## src/shared/hdc_pkg.sv

```systemverilog
// Shared constants and carrier types of the field-sensor conditioning chain.
package hdc_pkg;

    // Word indices of the programming command space.
    localparam logic [3:0] IDX_CONFIG      = 4'h0;
    localparam logic [3:0] IDX_LIN_TC      = 4'h1;
    localparam logic [3:0] IDX_QUAD_TC     = 4'h2;
    localparam logic [3:0] IDX_TC_GROUP    = 4'h3;
    localparam logic [3:0] IDX_GAIN        = 4'h4;
    localparam logic [3:0] IDX_QUIESCENT   = 4'h5;
    localparam logic [3:0] IDX_CLAMP_LOW   = 4'h6;
    localparam logic [3:0] IDX_CLAMP_HIGH  = 4'h7;
    localparam logic [3:0] IDX_USER0       = 4'h8;
    localparam logic [3:0] IDX_USER3       = 4'hb;
    localparam logic [3:0] IDX_FREEZE      = 4'hc;
    localparam logic [3:0] IDX_RAW_READ    = 4'hd;
    localparam logic [3:0] IDX_PROC_READ   = 4'he;
    localparam int         NV_WORDS        = 13;
    localparam int         WORD_W          = 16;

    // Stored-word masks; reserved config bits 8 and 0 are never kept.
    localparam logic [15:0] MASK_CONFIG    = 16'h02fe;
    localparam logic [15:0] MASK_LIN_TC    = 16'h001f;
    localparam logic [15:0] MASK_QUAD_TC   = 16'h0007;
    localparam logic [15:0] MASK_TC_GROUP  = 16'h0003;
    localparam logic [15:0] MASK_GAIN      = 16'h3fff;
    localparam logic [15:0] MASK_QUIESCENT = 16'h07ff;
    localparam logic [15:0] MASK_CLAMP_LOW = 16'h00ff;
    localparam logic [15:0] MASK_CLAMP_HI  = 16'h01ff;
    localparam logic [15:0] MASK_USER      = 16'h1fff;
    localparam logic [15:0] MASK_FREEZE    = 16'h0001;

    // Config field positions.
    localparam int CFG_SPAN_HI   = 9;
    localparam int CFG_FMT_LSB   = 5;
    localparam int CFG_CORNER_LSB = 3;
    localparam int CFG_SPAN_LSB  = 1;

    localparam logic [2:0] FMT_ANALOG = 3'h0;

    // Filter corner codes and their shift of the first-order filter.
    localparam logic [1:0] CORNER_80HZ  = 2'h0;
    localparam logic [1:0] CORNER_500HZ = 2'h2;
    localparam logic [1:0] CORNER_1KHZ  = 2'h3;
    localparam logic [1:0] CORNER_2KHZ  = 2'h1;
    localparam logic [3:0] SHIFT_80HZ   = 4'h8;
    localparam logic [3:0] SHIFT_500HZ  = 4'h5;
    localparam logic [3:0] SHIFT_1KHZ   = 4'h4;
    localparam logic [3:0] SHIFT_2KHZ   = 4'h3;

    // Span codes as {bit9, bits2:1}.
    localparam logic [2:0] SPAN_30MT  = 3'h0;
    localparam logic [2:0] SPAN_60MT  = 3'h1;
    localparam logic [2:0] SPAN_80MT  = 3'h2;
    localparam logic [2:0] SPAN_100MT = 3'h3;
    localparam logic [2:0] SPAN_150MT = 3'h7;

    // Temperature coefficient groups and their linear base slopes.
    localparam logic [1:0] TCG_STEEP_NEG = 2'h0;
    localparam logic [1:0] TCG_NEG       = 2'h2;
    localparam logic [1:0] TCG_FLAT      = 2'h1;
    localparam logic [1:0] TCG_POS       = 2'h3;
    localparam logic signed [7:0] TCB_STEEP_NEG = -8'sd48;
    localparam logic signed [7:0] TCB_NEG       = -8'sd24;
    localparam logic signed [7:0] TCB_FLAT      = 8'sd0;
    localparam logic signed [7:0] TCB_POS       = 8'sd16;
    localparam logic [5:0] LIN_TC_CENTER  = 6'h0f;
    localparam logic [4:0] QUAD_TC_CENTER = 5'h01;

    // Fixed-point layout of the arithmetic.
    localparam int GAIN_FRAC = 11;
    localparam int QUI_SHIFT = 4;
    localparam int CLAMP_SHIFT = 5;
    localparam logic [13:0] PROC_MAX = 14'h3fff;
    localparam logic signed [21:0] FULL_SUPPLY = 22'sh004000;

    typedef struct packed {
        logic        write;
        logic        store;
        logic [3:0]  addr;
        logic [15:0] data;
    } hdc_cmd_t;

    typedef struct packed {
        logic        valid;
        logic [15:0] data;
    } hdc_reply_t;

    typedef enum logic [1:0] {
        ST_LOAD,
        ST_IDLE,
        ST_STORE
    } hdc_state_t;

endpackage

```

## src/logic/hdc_nv_store.sv

```systemverilog
// Non-volatile word array holding the programmed configuration.
`timescale 1ns/1ns
`default_nettype none

module hdc_nv_store #(
    parameter int WIDTH = 16,
    parameter int DEPTH = 13,
    parameter int AW    = 4
) (
    input  wire logic             clock,
    input  wire logic             wrEn,
    input  wire logic [AW-1:0]    wrAddr,
    input  wire logic [WIDTH-1:0] wrData,
    input  wire logic [AW-1:0]    rdAddr,
    output logic      [WIDTH-1:0] rdData
);

    // Contents survive the logic reset, as the cells they stand for would.
    logic [WIDTH-1:0] cells [0:DEPTH-1] = '{default: '0};

    always_ff @(posedge clock) begin
        if (wrEn && (int'(wrAddr) < DEPTH)) begin
            cells[wrAddr] <= wrData;
        end
    end

    always_ff @(posedge clock) begin
        if (int'(rdAddr) < DEPTH) begin
            rdData <= cells[rdAddr];
        end else begin
            rdData <= '0;
        end
    end

endmodule // hdc_nv_store

`default_nettype wire

```

## src/logic/hdc_chain.sv

```systemverilog
// Field conditioning chain with its programmable configuration words.
//
// Function
// - Each converter sample is low-pass filtered, then configuration applied.
// - Filtered field times gain plus quiescent, then clamped to the window.
// - Processed value spans codes 0 to 16383.
// - Config word is 10 bits: span 9 and 2:1, format 7:5, corner 4:3.
// - Span codes 000,001,010,011,111 give 30,60,80,100,150 mT.
// - Corner codes 00,10,11,01 give 80 Hz, 500 Hz, 1 kHz, 2 kHz.
// - Format 000 selects the 12-bit ratiometric analog output.
// - Coefficient group codes 0,2,1,3 go from steep negative to positive.
// - Linear (5 bits) and quadratic (3 bits) coefficients scale the gain.
// - Gain is a signed multiplier from -4 to 4 in fine steps.
// - Quiescent level is the signed adder operand, output at zero field.
// - Negative quiescent level caps the output at quiescent plus full supply.
// - Lower limit programmable from zero to half supply.
// - Upper limit programmable from zero to full supply.
// - Four user words of 13 bits; words 1 to 3 carry tracking data.
// - Once frozen, registers stay fixed and all commands are ignored.
// - Freeze takes effect only after the next power cycle.
// - Raw converter result is readable for modulation checks.
// - Processed result is readable.
// - Processed readback is 14 bits with reversed bit order.
// - Frozen device refuses reads and the flag cannot be cleared.
// - During a command exchange the output pin leaves analog drive.
`timescale 1ns/1ns
`default_nettype none

module hdc_chain #(
    parameter int SAMPLE_W = 16,
    parameter int DAC_W    = 12
) (
    input  wire logic                       clock,
    input  wire logic                       reset_n,
    input  wire logic                       adcValid,
    input  wire logic signed [SAMPLE_W-1:0] adcSample,
    input  wire logic signed [7:0]          tempDelta,
    input  wire logic                       cmdValid,
    input  wire hdc_pkg::hdc_cmd_t          cmd,
    output logic                            cmdReady,
    output hdc_pkg::hdc_reply_t             reply,
    output logic                            outDigital,
    output logic             [DAC_W-1:0]    dacCode,
    output logic                            dacEnable,
    output logic                            frozen
);

    ////////////////////////////////////////////////////////////////////////
    // Reset release.

    logic [1:0] resetSync;
    logic       rstN;

    always_ff @(posedge clock or negedge reset_n) begin
        if (!reset_n) begin
            resetSync <= 2'b00;
        end else begin
            resetSync <= {resetSync[0], 1'b1};
        end
    end
    assign rstN = resetSync[1];

    ////////////////////////////////////////////////////////////////////////
    // Decoding helpers.

    function automatic logic [15:0] wordMask(input logic [3:0] idx);
        case (idx)
            hdc_pkg::IDX_CONFIG:     wordMask = hdc_pkg::MASK_CONFIG;
            hdc_pkg::IDX_LIN_TC:     wordMask = hdc_pkg::MASK_LIN_TC;
            hdc_pkg::IDX_QUAD_TC:    wordMask = hdc_pkg::MASK_QUAD_TC;
            hdc_pkg::IDX_TC_GROUP:   wordMask = hdc_pkg::MASK_TC_GROUP;
            hdc_pkg::IDX_GAIN:       wordMask = hdc_pkg::MASK_GAIN;
            hdc_pkg::IDX_QUIESCENT:  wordMask = hdc_pkg::MASK_QUIESCENT;
            hdc_pkg::IDX_CLAMP_LOW:  wordMask = hdc_pkg::MASK_CLAMP_LOW;
            hdc_pkg::IDX_CLAMP_HIGH: wordMask = hdc_pkg::MASK_CLAMP_HI;
            hdc_pkg::IDX_FREEZE:     wordMask = hdc_pkg::MASK_FREEZE;
            default: begin
                if (idx >= hdc_pkg::IDX_USER0 && idx <= hdc_pkg::IDX_USER3)
                    wordMask = hdc_pkg::MASK_USER;
                else
                    wordMask = 16'h0000;
            end
        endcase
    endfunction

    function automatic logic [13:0] reverse14(input logic [13:0] v);
        logic [13:0] r;
        r = '0;
        for (int i = 0; i < 14; i++) begin
            r[i] = v[13-i];
        end
        return r;
    endfunction

    ////////////////////////////////////////////////////////////////////////
    // Working copy of the configuration words.

    hdc_pkg::hdc_state_t state;
    hdc_pkg::hdc_state_t next_state;
    logic [15:0] shadow [0:hdc_pkg::NV_WORDS-1];
    logic [3:0]  walkIdx;
    logic        loadPending;
    logic [3:0]  loadIdx;
    logic [15:0] nvReadData;
    logic        walkLast;

    assign walkLast = (walkIdx == 4'(hdc_pkg::NV_WORDS - 1));

    wire logic        cmdTake   = cmdValid && cmdReady;
    wire logic        cmdWrite  = cmdTake && cmd.write && !cmd.store;
    wire logic        cmdStore  = cmdTake && cmd.store;
    wire logic        nvWrite   = (state == hdc_pkg::ST_STORE);
    wire logic [15:0] wrMasked  = cmd.data & wordMask(cmd.addr);

    // Frozen devices accept nothing at all, reads included.
    assign cmdReady = (state == hdc_pkg::ST_IDLE) && !frozen;

    always_comb begin
        next_state = state;
        case (state)
            hdc_pkg::ST_LOAD: begin
                if (loadPending && loadIdx == 4'(hdc_pkg::NV_WORDS - 1))
                    next_state = hdc_pkg::ST_IDLE;
            end
            hdc_pkg::ST_IDLE: begin
                if (cmdStore)
                    next_state = hdc_pkg::ST_STORE;
            end
            hdc_pkg::ST_STORE: begin
                if (walkLast)
                    next_state = hdc_pkg::ST_IDLE;
            end
            default: next_state = hdc_pkg::ST_IDLE;
        endcase
    end

    always_ff @(posedge clock or negedge rstN) begin
        if (!rstN) begin
            state       <= hdc_pkg::ST_LOAD;
            walkIdx     <= 4'h0;
            loadPending <= 1'b0;
            loadIdx     <= 4'h0;
        end else begin
            state       <= next_state;
            loadPending <= (next_state == hdc_pkg::ST_LOAD);
            loadIdx     <= walkIdx;
            if (next_state != state || walkLast)
                walkIdx <= 4'h0;
            else if (state != hdc_pkg::ST_IDLE)
                walkIdx <= walkIdx + 4'h1;
        end
    end

    // The stored freeze bit is only sampled while loading after power-up,
    // so a freshly written flag waits for the next power cycle.
    always_ff @(posedge clock or negedge rstN) begin
        if (!rstN) begin
            frozen <= 1'b0;
        end else if (loadPending && loadIdx == hdc_pkg::IDX_FREEZE) begin
            frozen <= nvReadData[0];
        end
    end

    genvar gi;
    generate
        for (gi = 0; gi < hdc_pkg::NV_WORDS; gi++) begin : g_shadow
            always_ff @(posedge clock or negedge rstN) begin
                if (!rstN) begin
                    shadow[gi] <= 16'h0000;
                end else if (loadPending && loadIdx == 4'(gi)) begin
                    shadow[gi] <= nvReadData & wordMask(4'(gi));
                end else if (cmdWrite && cmd.addr == 4'(gi)) begin
                    // Freeze is set-only; every word is masked.
                    if (4'(gi) == hdc_pkg::IDX_FREEZE)
                        shadow[gi] <= shadow[gi] | wrMasked;
                    else
                        shadow[gi] <= wrMasked;
                end
            end
        end
    endgenerate

    // One store command commits every word in sequence.
    hdc_nv_store #(
        .WIDTH (hdc_pkg::WORD_W),
        .DEPTH (hdc_pkg::NV_WORDS),
        .AW    (4)
    ) u_nv (
        .clock  (clock),
        .wrEn   (nvWrite),
        .wrAddr (walkIdx),
        .wrData (shadow[walkIdx]),
        .rdAddr (walkIdx),
        .rdData (nvReadData)
    );

    ////////////////////////////////////////////////////////////////////////
    // Configuration fields.

    wire logic [15:0] cfgWord   = shadow[hdc_pkg::IDX_CONFIG];
    wire logic [2:0]  spanSel   = {cfgWord[hdc_pkg::CFG_SPAN_HI],
                                   cfgWord[hdc_pkg::CFG_SPAN_LSB +: 2]};
    wire logic [2:0]  formatSel = cfgWord[hdc_pkg::CFG_FMT_LSB +: 3];
    wire logic [1:0]  cornerSel = cfgWord[hdc_pkg::CFG_CORNER_LSB +: 2];
    wire logic [4:0]  linTc     = shadow[hdc_pkg::IDX_LIN_TC][4:0];
    wire logic [2:0]  quadTc    = shadow[hdc_pkg::IDX_QUAD_TC][2:0];
    wire logic [1:0]  tcGroup   = shadow[hdc_pkg::IDX_TC_GROUP][1:0];
    wire logic signed [13:0] gain      = shadow[hdc_pkg::IDX_GAIN][13:0];
    wire logic signed [10:0] quiescent = shadow[hdc_pkg::IDX_QUIESCENT][10:0];
    wire logic [7:0]  clampLow  = shadow[hdc_pkg::IDX_CLAMP_LOW][7:0];
    wire logic [8:0]  clampHigh = shadow[hdc_pkg::IDX_CLAMP_HIGH][8:0];

    // Corner select picks the filter's settling shift.
    wire logic [3:0] filterShift =
        (cornerSel == hdc_pkg::CORNER_80HZ)  ? hdc_pkg::SHIFT_80HZ  :
        (cornerSel == hdc_pkg::CORNER_500HZ) ? hdc_pkg::SHIFT_500HZ :
        (cornerSel == hdc_pkg::CORNER_1KHZ)  ? hdc_pkg::SHIFT_1KHZ  :
                                               hdc_pkg::SHIFT_2KHZ;

    // Wider spans compress the field code; unlisted codes act as 30 mT.
    wire logic [1:0] spanShift =
        (spanSel == hdc_pkg::SPAN_60MT ||
         spanSel == hdc_pkg::SPAN_80MT) ? 2'd1 :
        (spanSel == hdc_pkg::SPAN_100MT) ? 2'd2 :
        (spanSel == hdc_pkg::SPAN_150MT) ? 2'd3 : 2'd0;

    wire logic signed [7:0] tcBase =
        (tcGroup == hdc_pkg::TCG_STEEP_NEG) ? hdc_pkg::TCB_STEEP_NEG :
        (tcGroup == hdc_pkg::TCG_NEG)       ? hdc_pkg::TCB_NEG       :
        (tcGroup == hdc_pkg::TCG_FLAT)      ? hdc_pkg::TCB_FLAT      :
                                              hdc_pkg::TCB_POS;

    ////////////////////////////////////////////////////////////////////////
    // Signal path.

    logic signed [23:0] filterAcc;
    logic signed [15:0] rawSample;
    logic               stageValid;

    wire logic signed [24:0] filterDiff =
        25'($signed({adcSample, 8'h00})) - 25'(filterAcc);
    wire logic signed [24:0] filterStep = filterDiff >>> filterShift;

    always_ff @(posedge clock or negedge rstN) begin
        if (!rstN) begin
            filterAcc  <= 24'sh000000;
            rawSample  <= 16'sh0000;
            stageValid <= 1'b0;
        end else begin
            stageValid <= adcValid;
            if (adcValid) begin
                rawSample <= adcSample;
                filterAcc <= 24'(filterAcc + filterStep);
            end
        end
    end

    wire logic signed [15:0] fieldNorm = $signed(filterAcc[23:8]) >>> spanShift;

    // Gain drifts with temperature by linear and quadratic terms.
    wire logic signed [7:0] linEff =
        8'(tcBase + $signed({3'b000, linTc}) - $signed({2'b00,
           hdc_pkg::LIN_TC_CENTER}));
    wire logic signed [4:0] quadEff =
        5'($signed({2'b00, quadTc}) - $signed(hdc_pkg::QUAD_TC_CENTER));
    wire logic signed [15:0] tSquare = tempDelta * tempDelta;
    wire logic signed [20:0] tQuad   = quadEff * tSquare;
    wire logic signed [20:0] tcCorr  =
        21'(linEff * tempDelta) + (tQuad >>> 4);
    wire logic signed [34:0] gainDrift = gain * tcCorr;
    wire logic signed [15:0] gainEff   =
        16'(gain + (gainDrift >>> 14));

    wire logic signed [31:0] product = fieldNorm * gainEff;
    wire logic signed [21:0] sum =
        22'(product >>> hdc_pkg::GAIN_FRAC) +
        22'(quiescent <<< hdc_pkg::QUI_SHIFT);

    wire logic signed [21:0] qLimit =
        22'(quiescent <<< hdc_pkg::QUI_SHIFT) + hdc_pkg::FULL_SUPPLY;
    wire logic signed [21:0] topCode = $signed({8'h00, hdc_pkg::PROC_MAX});
    wire logic signed [21:0] hiWin =
        $signed({8'h00, 5'h00, clampHigh}) <<< hdc_pkg::CLAMP_SHIFT;
    wire logic signed [21:0] loWin =
        $signed({8'h00, 6'h00, clampLow}) <<< hdc_pkg::CLAMP_SHIFT;
    wire logic signed [21:0] ceilA =
        (quiescent < 0 && qLimit < topCode) ? qLimit : topCode;
    wire logic signed [21:0] ceilB = (hiWin < ceilA) ? hiWin : ceilA;
    // Upper limit is applied last, so a crossed window settles on it.
    wire logic signed [21:0] lowSided = (sum < loWin) ? loWin : sum;
    wire logic signed [21:0] limited  = (lowSided > ceilB) ? ceilB : lowSided;
    wire logic [13:0] procNext =
        (limited < 0) ? 14'h0000 : limited[13:0];

    logic [13:0] procValue;

    always_ff @(posedge clock or negedge rstN) begin
        if (!rstN) begin
            procValue <= 14'h0000;
            dacCode   <= '0;
        end else if (stageValid) begin
            procValue <= procNext;
            dacCode   <= procNext[13 -: DAC_W];
        end
    end

    ////////////////////////////////////////////////////////////////////////
    // Command replies and pin ownership.

    wire logic [15:0] readWord =
        (cmd.addr == hdc_pkg::IDX_RAW_READ)  ? 16'(rawSample) :
        (cmd.addr == hdc_pkg::IDX_PROC_READ) ?
            {2'b00, reverse14(procValue)} :
        (int'(cmd.addr) < hdc_pkg::NV_WORDS) ? shadow[cmd.addr] : 16'h0000;

    always_ff @(posedge clock or negedge rstN) begin
        if (!rstN) begin
            reply      <= '0;
            outDigital <= 1'b0;
        end else begin
            reply.valid <= cmdTake;
            if (cmdTake)
                reply.data <= (cmd.write || cmd.store) ? 16'h0000 : readWord;
            // Pin leaves analog drive from take to end of store or reply.
            outDigital <= cmdTake || next_state == hdc_pkg::ST_STORE;
        end
    end

    // Analog drive only in format 000 and outside any exchange.
    assign dacEnable = (formatSel == hdc_pkg::FMT_ANALOG) && !outDigital &&
                       (state != hdc_pkg::ST_LOAD);

endmodule // hdc_chain

`default_nettype wire

```

## config.mk

```make
export PLATFORM = sky130hd
export DESIGN_NAME = hdc_chain
export DESIGN_NICKNAME = d
export VERILOG_FILES = /design/src/shared/hdc_pkg.sv /design/src/logic/hdc_nv_store.sv /design/src/logic/hdc_chain.sv
export SDC_FILE = /design/constraint.sdc
export NUM_CORES = 2
export LEC_CHECK = 0
export ABC_AREA = 1
export BUFFER_PORTS_ARGS = -buffer_cell sky130_fd_sc_hd__buf_2
export CORE_MARGIN = 3
export CORE_UTILIZATION = 41
export CTS_CLUSTER_SIZE = 16
export DETAILED_ROUTE_END_ITERATION = 12
export PLACE_DENSITY = 0.58
export REMOVE_ABC_BUFFERS = 1
export SETUP_SLACK_MARGIN = 0.3
export SYNTH_ARGS = -nofsm -noshare
export SYNTH_HDL_FRONTEND = slang
export SYNTH_SLANG_ARGS = --single-unit
export TNS_END_PERCENT = 5
```

## constraint.sdc

```tcl
create_clock -name clock -period 13.9 [get_ports clock]
set_input_delay 2.78 -clock clock [delete_from_list [all_inputs] [get_ports clock]]
set_output_delay 2.78 -clock clock [all_outputs]
set_load 0.05 [all_outputs]
```

After elaboration in Yosys (flattened, before gate mapping)

Memories as Yosys holds them, arrays and structs flattened. A register that Yosys moved wholly into a read port is not among the register bits.
Index checks and enable logic that the tools add are counted.

Flip-flop bits (word level): 307
Bits in writable memories: 208
Input bits: 50
Output and inout port bits: 33
Logic and storage cells: 227
Memories: 1

Memories:

| name       | words | bits a word | read ports | clocked after memory_dff | write ports | line               | text |
|---|---|---|---|---|---|---|---|
| u_nv.cells | 13    | 16          | 1          | 1                        | 1           | hdc_nv_store.sv:19 | `logic [WIDTH-1:0] cells [0:DEPTH-1] = '{default: '0};` |

$add $sub $neg: 10
Multiply operators: 5
$lt $le $gt $ge: 12
Equal/unequal tests: 40
Shifts and indexed selects: 2
Multiplexer cells: 60
Bitwise logic cells: 4
Reduce and logical (&&, ||, !) cells: 66

Operators by type and width:

| cell                                                                    | count |
|---|---|
| 16-bit 2-to-1 mux                                                       | 34 |
| 16-bit one-hot mux with 9 select lines                                  | 1 |
| 16-bit binary-select mux with 4-bit select                              | 2 |
| 22-bit 2-to-1 mux                                                       | 4 |
| 4-bit == test (second input constant)                                   | 13 |
| 1-bit logical AND                                                       | 36 |
| 4-bit by 3-bit == test with 1-bit output (second input constant)        | 8 |
| 16-bit by 16-bit multiplier with 32-bit output                          | 1 |
| 8-bit by 8-bit multiplier with 16-bit output                            | 2 |
| 14-bit by 17-bit multiplier with 30-bit output                          | 1 |
| 2-bit nonzero test                                                      | 15 |
| 25-bit by 4-bit >>> shifter with 24-bit output                          | 1 |
| 24-bit by 24-bit subtractor with 25-bit output                          | 1 |
| 24-bit adder                                                            | 1 |
| 21-bit by 15-bit adder with 22-bit output                               | 1 |
| 22-bit greater-than comparator                                          | 1 |
| 15-bit by 22-bit < comparator with 1-bit output                         | 1 |
| 22-bit by 1-bit < comparator with 1-bit output (second input constant)  | 1 |
| 22-bit by 14-bit < comparator with 1-bit output                         | 1 |
| 4-bit by 16-bit multiplier with 20-bit output                           | 1 |
| 15-bit by 16-bit adder with 17-bit output (second input constant)       | 1 |
| 16-bit by 16-bit adder with 17-bit output                               | 1 |
| 17-bit by 15-bit < comparator with 1-bit output (second input constant) | 1 |
| 14-bit by 16-bit adder with 16-bit output                               | 1 |
| 36 further kinds                                                        | 69 |

Logic depth before layout (Yosys ltp)

Word-level depth: 18
Depth in mapped cells: 154
Gate-level depth less buffers: 149

Cells and area by module

Synthesis repeated with hierarchy kept, for this count alone.

Cells, all modules: 6,805
Area total of the unflattened synthesis: 54,642.4 um^2

By module, submodules not included:

| module       | instances | cells each | area an instance (um^2) | seq. area each (um^2) |
|---|---|---|---|---|
| hdc_chain    | 1         | 6,064      | 45,847.7                | 6,731.5 |
| hdc_nv_store | 1         | 741        | 8,794.7                 | 6,566.3 |

Worst setup path before layout

Ideal clock, no wire load.

Path kind: input port to flip-flop
From: input port tempDelta[6]
To: register dacCode[10]
Setup time: 0.118 ns
Arrival: 27.750 ns
Required time: 13.782 ns
Path slack: -13.968 ns
Stages on the path: 139
Path buffers: 6
Path through: clkbuf_1 -> clkbuf_1 -> nand2_1 -> fa_1 -> inv_1 -> fa_1 -> fa_1 -> inv_1 -> fa_1 -> inv_1 -> ha_1 -> a21o_1 -> nor2_1 -> nand2_1 -> nand2_1 -> nand2_1 -> nand2_1 -> nand2_1 -> [103 not listed] -> ha_1 -> nand4_1 -> inv_1 -> o21ai_0 -> o211ai_1 -> nand2_1 -> nand2_1 -> nand4_1 -> nand2_1 -> nand2_1 -> nand2_1 -> nand2_1 -> nand2_1 -> nand2_1 -> buf_2 -> nand2_1 -> nand3_1 -> nand2_1

Longest elaborated chain between the ends: 13
Elaborated cells between the ends (all ways): 14
Classes of those cells: add/sub: 3; mul: 5; order compare: 3; mux: 3

Ends and longest elaborated chain:

| what                                             | line             | text |
|---|---|---|
| start: declaration                               | hdc_chain.sv:37  | `input wire logic signed [7:0] tempDelta,` |
| 8-bit by 8-bit multiplier with 16-bit output     | hdc_chain.sv:266 | `wire logic signed [15:0] tSquare = tempDelta * tempDelta;` |
| 4-bit by 16-bit multiplier with 20-bit output    | hdc_chain.sv:267 | `wire logic signed [20:0] tQuad = quadEff * tSquare;` |
| 16-bit by 16-bit adder with 17-bit output *      | hdc_chain.sv:269 | `21'(linEff * tempDelta) + (tQuad >>> 4);` |
| 14-bit by 17-bit multiplier with 30-bit output * | hdc_chain.sv:270 | `wire logic signed [34:0] gainDrift = gain * tcCorr;` |
| 14-bit by 16-bit adder with 16-bit output *      | hdc_chain.sv:272 | `16'(gain + (gainDrift >>> 14));` |
| 16-bit by 16-bit multiplier with 32-bit output * | hdc_chain.sv:274 | `wire logic signed [31:0] product = fieldNorm * gainEff;` |
| 21-bit by 15-bit adder with 22-bit output *      | hdc_chain.sv:276 | `22'(product >>> hdc_pkg::GAIN_FRAC) +` |
| 22-bit by 14-bit < comparator with 1-bit output  | hdc_chain.sv:290 | `wire logic signed [21:0] lowSided = (sum < loWin) ? loWin : sum;` |
| 22-bit 2-to-1 mux *                              | hdc_chain.sv:290 |  |
| 22-bit greater-than comparator                   | hdc_chain.sv:291 | `wire logic signed [21:0] limited = (lowSided > ceilB) ? ceilB : lowSided;` |
| 22-bit 2-to-1 mux *                              | hdc_chain.sv:291 |  |
| 22-bit by 1-bit < comparator with 1-bit output   | hdc_chain.sv:293 | `(limited < 0) ? 14'h0000 : limited[13:0];` |
| 14-bit 2-to-1 mux *                              | hdc_chain.sv:293 |  |
| end signal: assignment                           | hdc_chain.sv:303 | `dacCode <= procNext[13 -: DAC_W];` |
| end: declaration                                 | hdc_chain.sv:43  | `output logic [DAC_W-1:0] dacCode,` |

Every way passes the cells marked *; elsewhere a longest branch is shown, timed or not.
A chain may end at the register's enable or synchronous reset.

Final worst setup path

From: input port tempDelta[1]
To: register dacCode[0]

The elaborated chain is that of the path after synthesis.

==> impl_metrics.tcl <==
set metrics [dict create \
    status "finished with violations" \
    failed_checks "setup timing" \
    synth-edff-count 182 \
    clk_pin_slew_ps 60 \
    synthToLayoutAreaGrowth_pct 18.66 \
    drt_first_pass_iters 7 \
    met1_usage 0.3660 \
    final_cell_mix "inv_1, nand2_1, buf_4, fa_1, nor2_1" \
    synth_fa_ha_area_frac 0.3260 \
    start_kind "input pin" \
    syn_inst 6621 \
    grtUsageMet2 0.4077 \
    die_w_um 366.4 \
    clockBufferDepth 3 \
    nFillCells 12680 \
    wl_per_cell_um 19.20 \
    design.core.area_mm2 0.1282 \
    clockRootBuffer "clkbuf_16" \
    crit_path_max_incr_delay_ps 600 \
    crit_type "in2reg" \
    worst_pin_slew_ps 1445 \
    nets 8327 \
    endpoint_kind "register" \
    initial_utilization 0.4154 \
    synth_mux_area_frac 0.0003760 \
    synth-main-ff-cell "dfrtp_1" \
    cts.sinks 465 \
    synth_compound_gate_area_share 0.1257 \
    final_common_cell "inv_1" \
    drc 0 \
    period_share 1.939 \
    hold_slack_ps 358.5 \
    whs_path_depth 0 \
    synthXorXnorAreaFrac 0.02251 \
    critPathLaunch "tempDelta[1]" \
    rows 131 \
    grt_antenna_before_repair 7 \
    rr_worst_depth 125 \
    fin_ws_ps -13050 \
    cts_tree "done" \
    worst_path_max_delay_cell "fa_1" \
    postRouteAntennaNets 0 \
    clk_latency_ps 590 \
    grt_remaining_overflow 0 \
    syn-cell-area_mm2 0.05324 \
    grt_pass1_wl_um 273200 \
    maxCapViolCount 0 \
    die_area_mm2 0.1342 \
    die_h_um 366.4 \
    grt-busiest-layer "met2" \
    crit_fanout 6 \
    synth_top_family_by_area "adder cells" \
    fmaxAchievable_mhz 37.10 \
    ys_ff_latch 465 \
    report.final.hold_viol_count 0 \
    worstPathRequired_ps 14380 \
    dpl.hpwl_um 136700 \
    r2r-end "dacCode[0]" \
    avgSynthCellArea_um2 8.041 \
    routed_wl_um 173600 \
    seq_area_mm2 0.01249 \
    drive_gt1_frac 0.1640 \
    min_to "resetSync[1]" \
    hold_path_class "reg2reg" \
    io_buffers 80 \
    drt-vias-per-instance 5.217 \
    via_count 47160 \
    gp_congestion 0.9481 \
    drt_iter0_markers 3989 \
    ff2ff_setup_slack_ps -9150 \
    ys_async_sr_fraction 0.5785 \
    skew_ps 24.47 \
    grt_max_degree 85 \
    yosysUniqueCellTypes 69 \
    slew_headroom 0.03027 \
    reg2reg_from "quadTc[1]" \
    min_from "resetSync[0]" \
    grt_pass1_vias 47250 \
    synth-simple-area-share 0.1778 \
    period_needed_ps 26950 \
    multi_input_area_mm2 0.03560 \
    crit_arrival_ps 27430 \
    timing.final.max_slew_violations 0 \
    numCtsBuffers 46 \
    yosys_warnings 0 \
    setup_viol 14 \
    track_usage 0.2569 \
    rsz0062_at_grt "true" \
    cts-htree-levels 2 \
    grtUsageMet3 0.03743 \
    ys_seq_area_frac 0.2343 \
    io_pins 83 \
]
[final cells by class]
class,count,area share
multi-input combinational,4580,0.5635
sequential,465,0.1976
timing repair buffer,845,0.1005
inverter,1335,0.07950
tap,1729,0.03424
clock buffer,56,0.01945
clock inverter,28,0.004991
antenna,3,0.0001188
[cell usage after synthesis (15+ instances only)]
cell / count / area, um^2
o21ai_0: 434 / 2172
inv_1: 1301 / 4883
buf_1: 21 / 78.83
xor2_1: 85 / 744.5
clkbuf_1: 185 / 694.4
clkinv_1: 15 / 56.30
o221ai_1: 52 / 455.4
nand4_1: 44 / 275.3
xnor2_1: 50 / 437.9
a21oi_1: 303 / 1516
o211ai_1: 56 / 420.4
edfxtp_1: 182 / 5465
o21ai_1: 21 / 105.1
a211oi_1: 19 / 142.6
buf_2: 18 / 90.09
or2_2: 33 / 206.5
ha_1: 365 / 4567
o22ai_1: 92 / 575.6
o21bai_1: 16 / 120.1
a31oi_1: 19 / 118.9
a221oi_1: 21 / 183.9
nor3_1: 48 / 240.2
nor2_1: 607 / 2278
dfrtp_1: 269 / 6731
nand2_1: 1318 / 4947
a22oi_1: 23 / 172.7
fa_1: 639 / 12790
inv_2: 17 / 63.81
nand3_1: 183 / 915.9
[worst max-delay path by stage]
stage | to
after floorplan | dacCode[0]
after global placement | dacCode[4]
after detailed placement | dacCode[7]
after CTS | dacCode[0]
after global routing | dacCode[6]
final | dacCode[0]
[stage by stage]
stage / worst slack (ps) / setup TNS, ps / cells / util / area (um^2)
2_1_floorplan: -13580 / -189640 / 6380 / - / 52240
3_3_place_gp: -14030 / -196080 / 8922 / 0.4723 / 60540
3_5_place_dp: -14490 / -202350 / 8922 / 0.4723 / 60540
4_1_cts: -12950 / -180990 / 9034 / 0.4898 / 62770
5_1_grt: -14660 / -204670 / 9040 / 0.4929 / 63170
6_report: -13050 / -182260 / 9041 / 0.4929 / 63180
[cells by family (layout without fill, tap and decap cells)]
group | Yosys count | after routing
muxes | 2 | 2
xor gates and xnor gates | 136 | 136
AOI/OAI and AO/OA | 1134 | 1134
buffers and inverters | 1576 | 2264
adders and majority gates | 1004 | 1004
and+or+nand+nor | 2302 | 2302
other | 2 | 5
DFF | 465 | 465
[critical path, delay by kind of cell]
family	cells	cell delay (ps)
compound gates	22	3010
xor+xnor	5	850
fa+ha+maj	34	14190
buf+inv	29	2280
simple gates	44	4290
[flip-flops by register name, summed over array words and instances, names as in the netlist, 2 cells and up]
signal / flops
cfgWord: 14
clampHigh: 9
clampLow: 8
dacCode: 12
filterAcc: 24
gain: 14
linTc: 5
loadIdx: 4
procValue: 2
quadTc: 3
quiescent: 11
rawSample: 16
reply: 17
resetSync: 2
shadow: 118
state: 2
u_nv.cells: 182
u_nv.rdData: 14
walkIdx: 4
[layer usage]
layer  vias to the layer above  wire length (um)
met1                     22930             77250
li1                      22240                 -
met4                         4              5748
met5                         -                24
met2                      1670             77890
met3                       317             12700
[timing repair]
action / CTS / global route
cloned: 1 / 0
resized for setup: 109 / 72
hold buffers: 0 / 0
setup endpoints to repair: 14 / 14
pin swaps: 56 / 50
setup buffers: 27 / 4
Power is not shown: default switching activity piles up to over one toggle a cycle in this logic, so the estimate is an artifact.
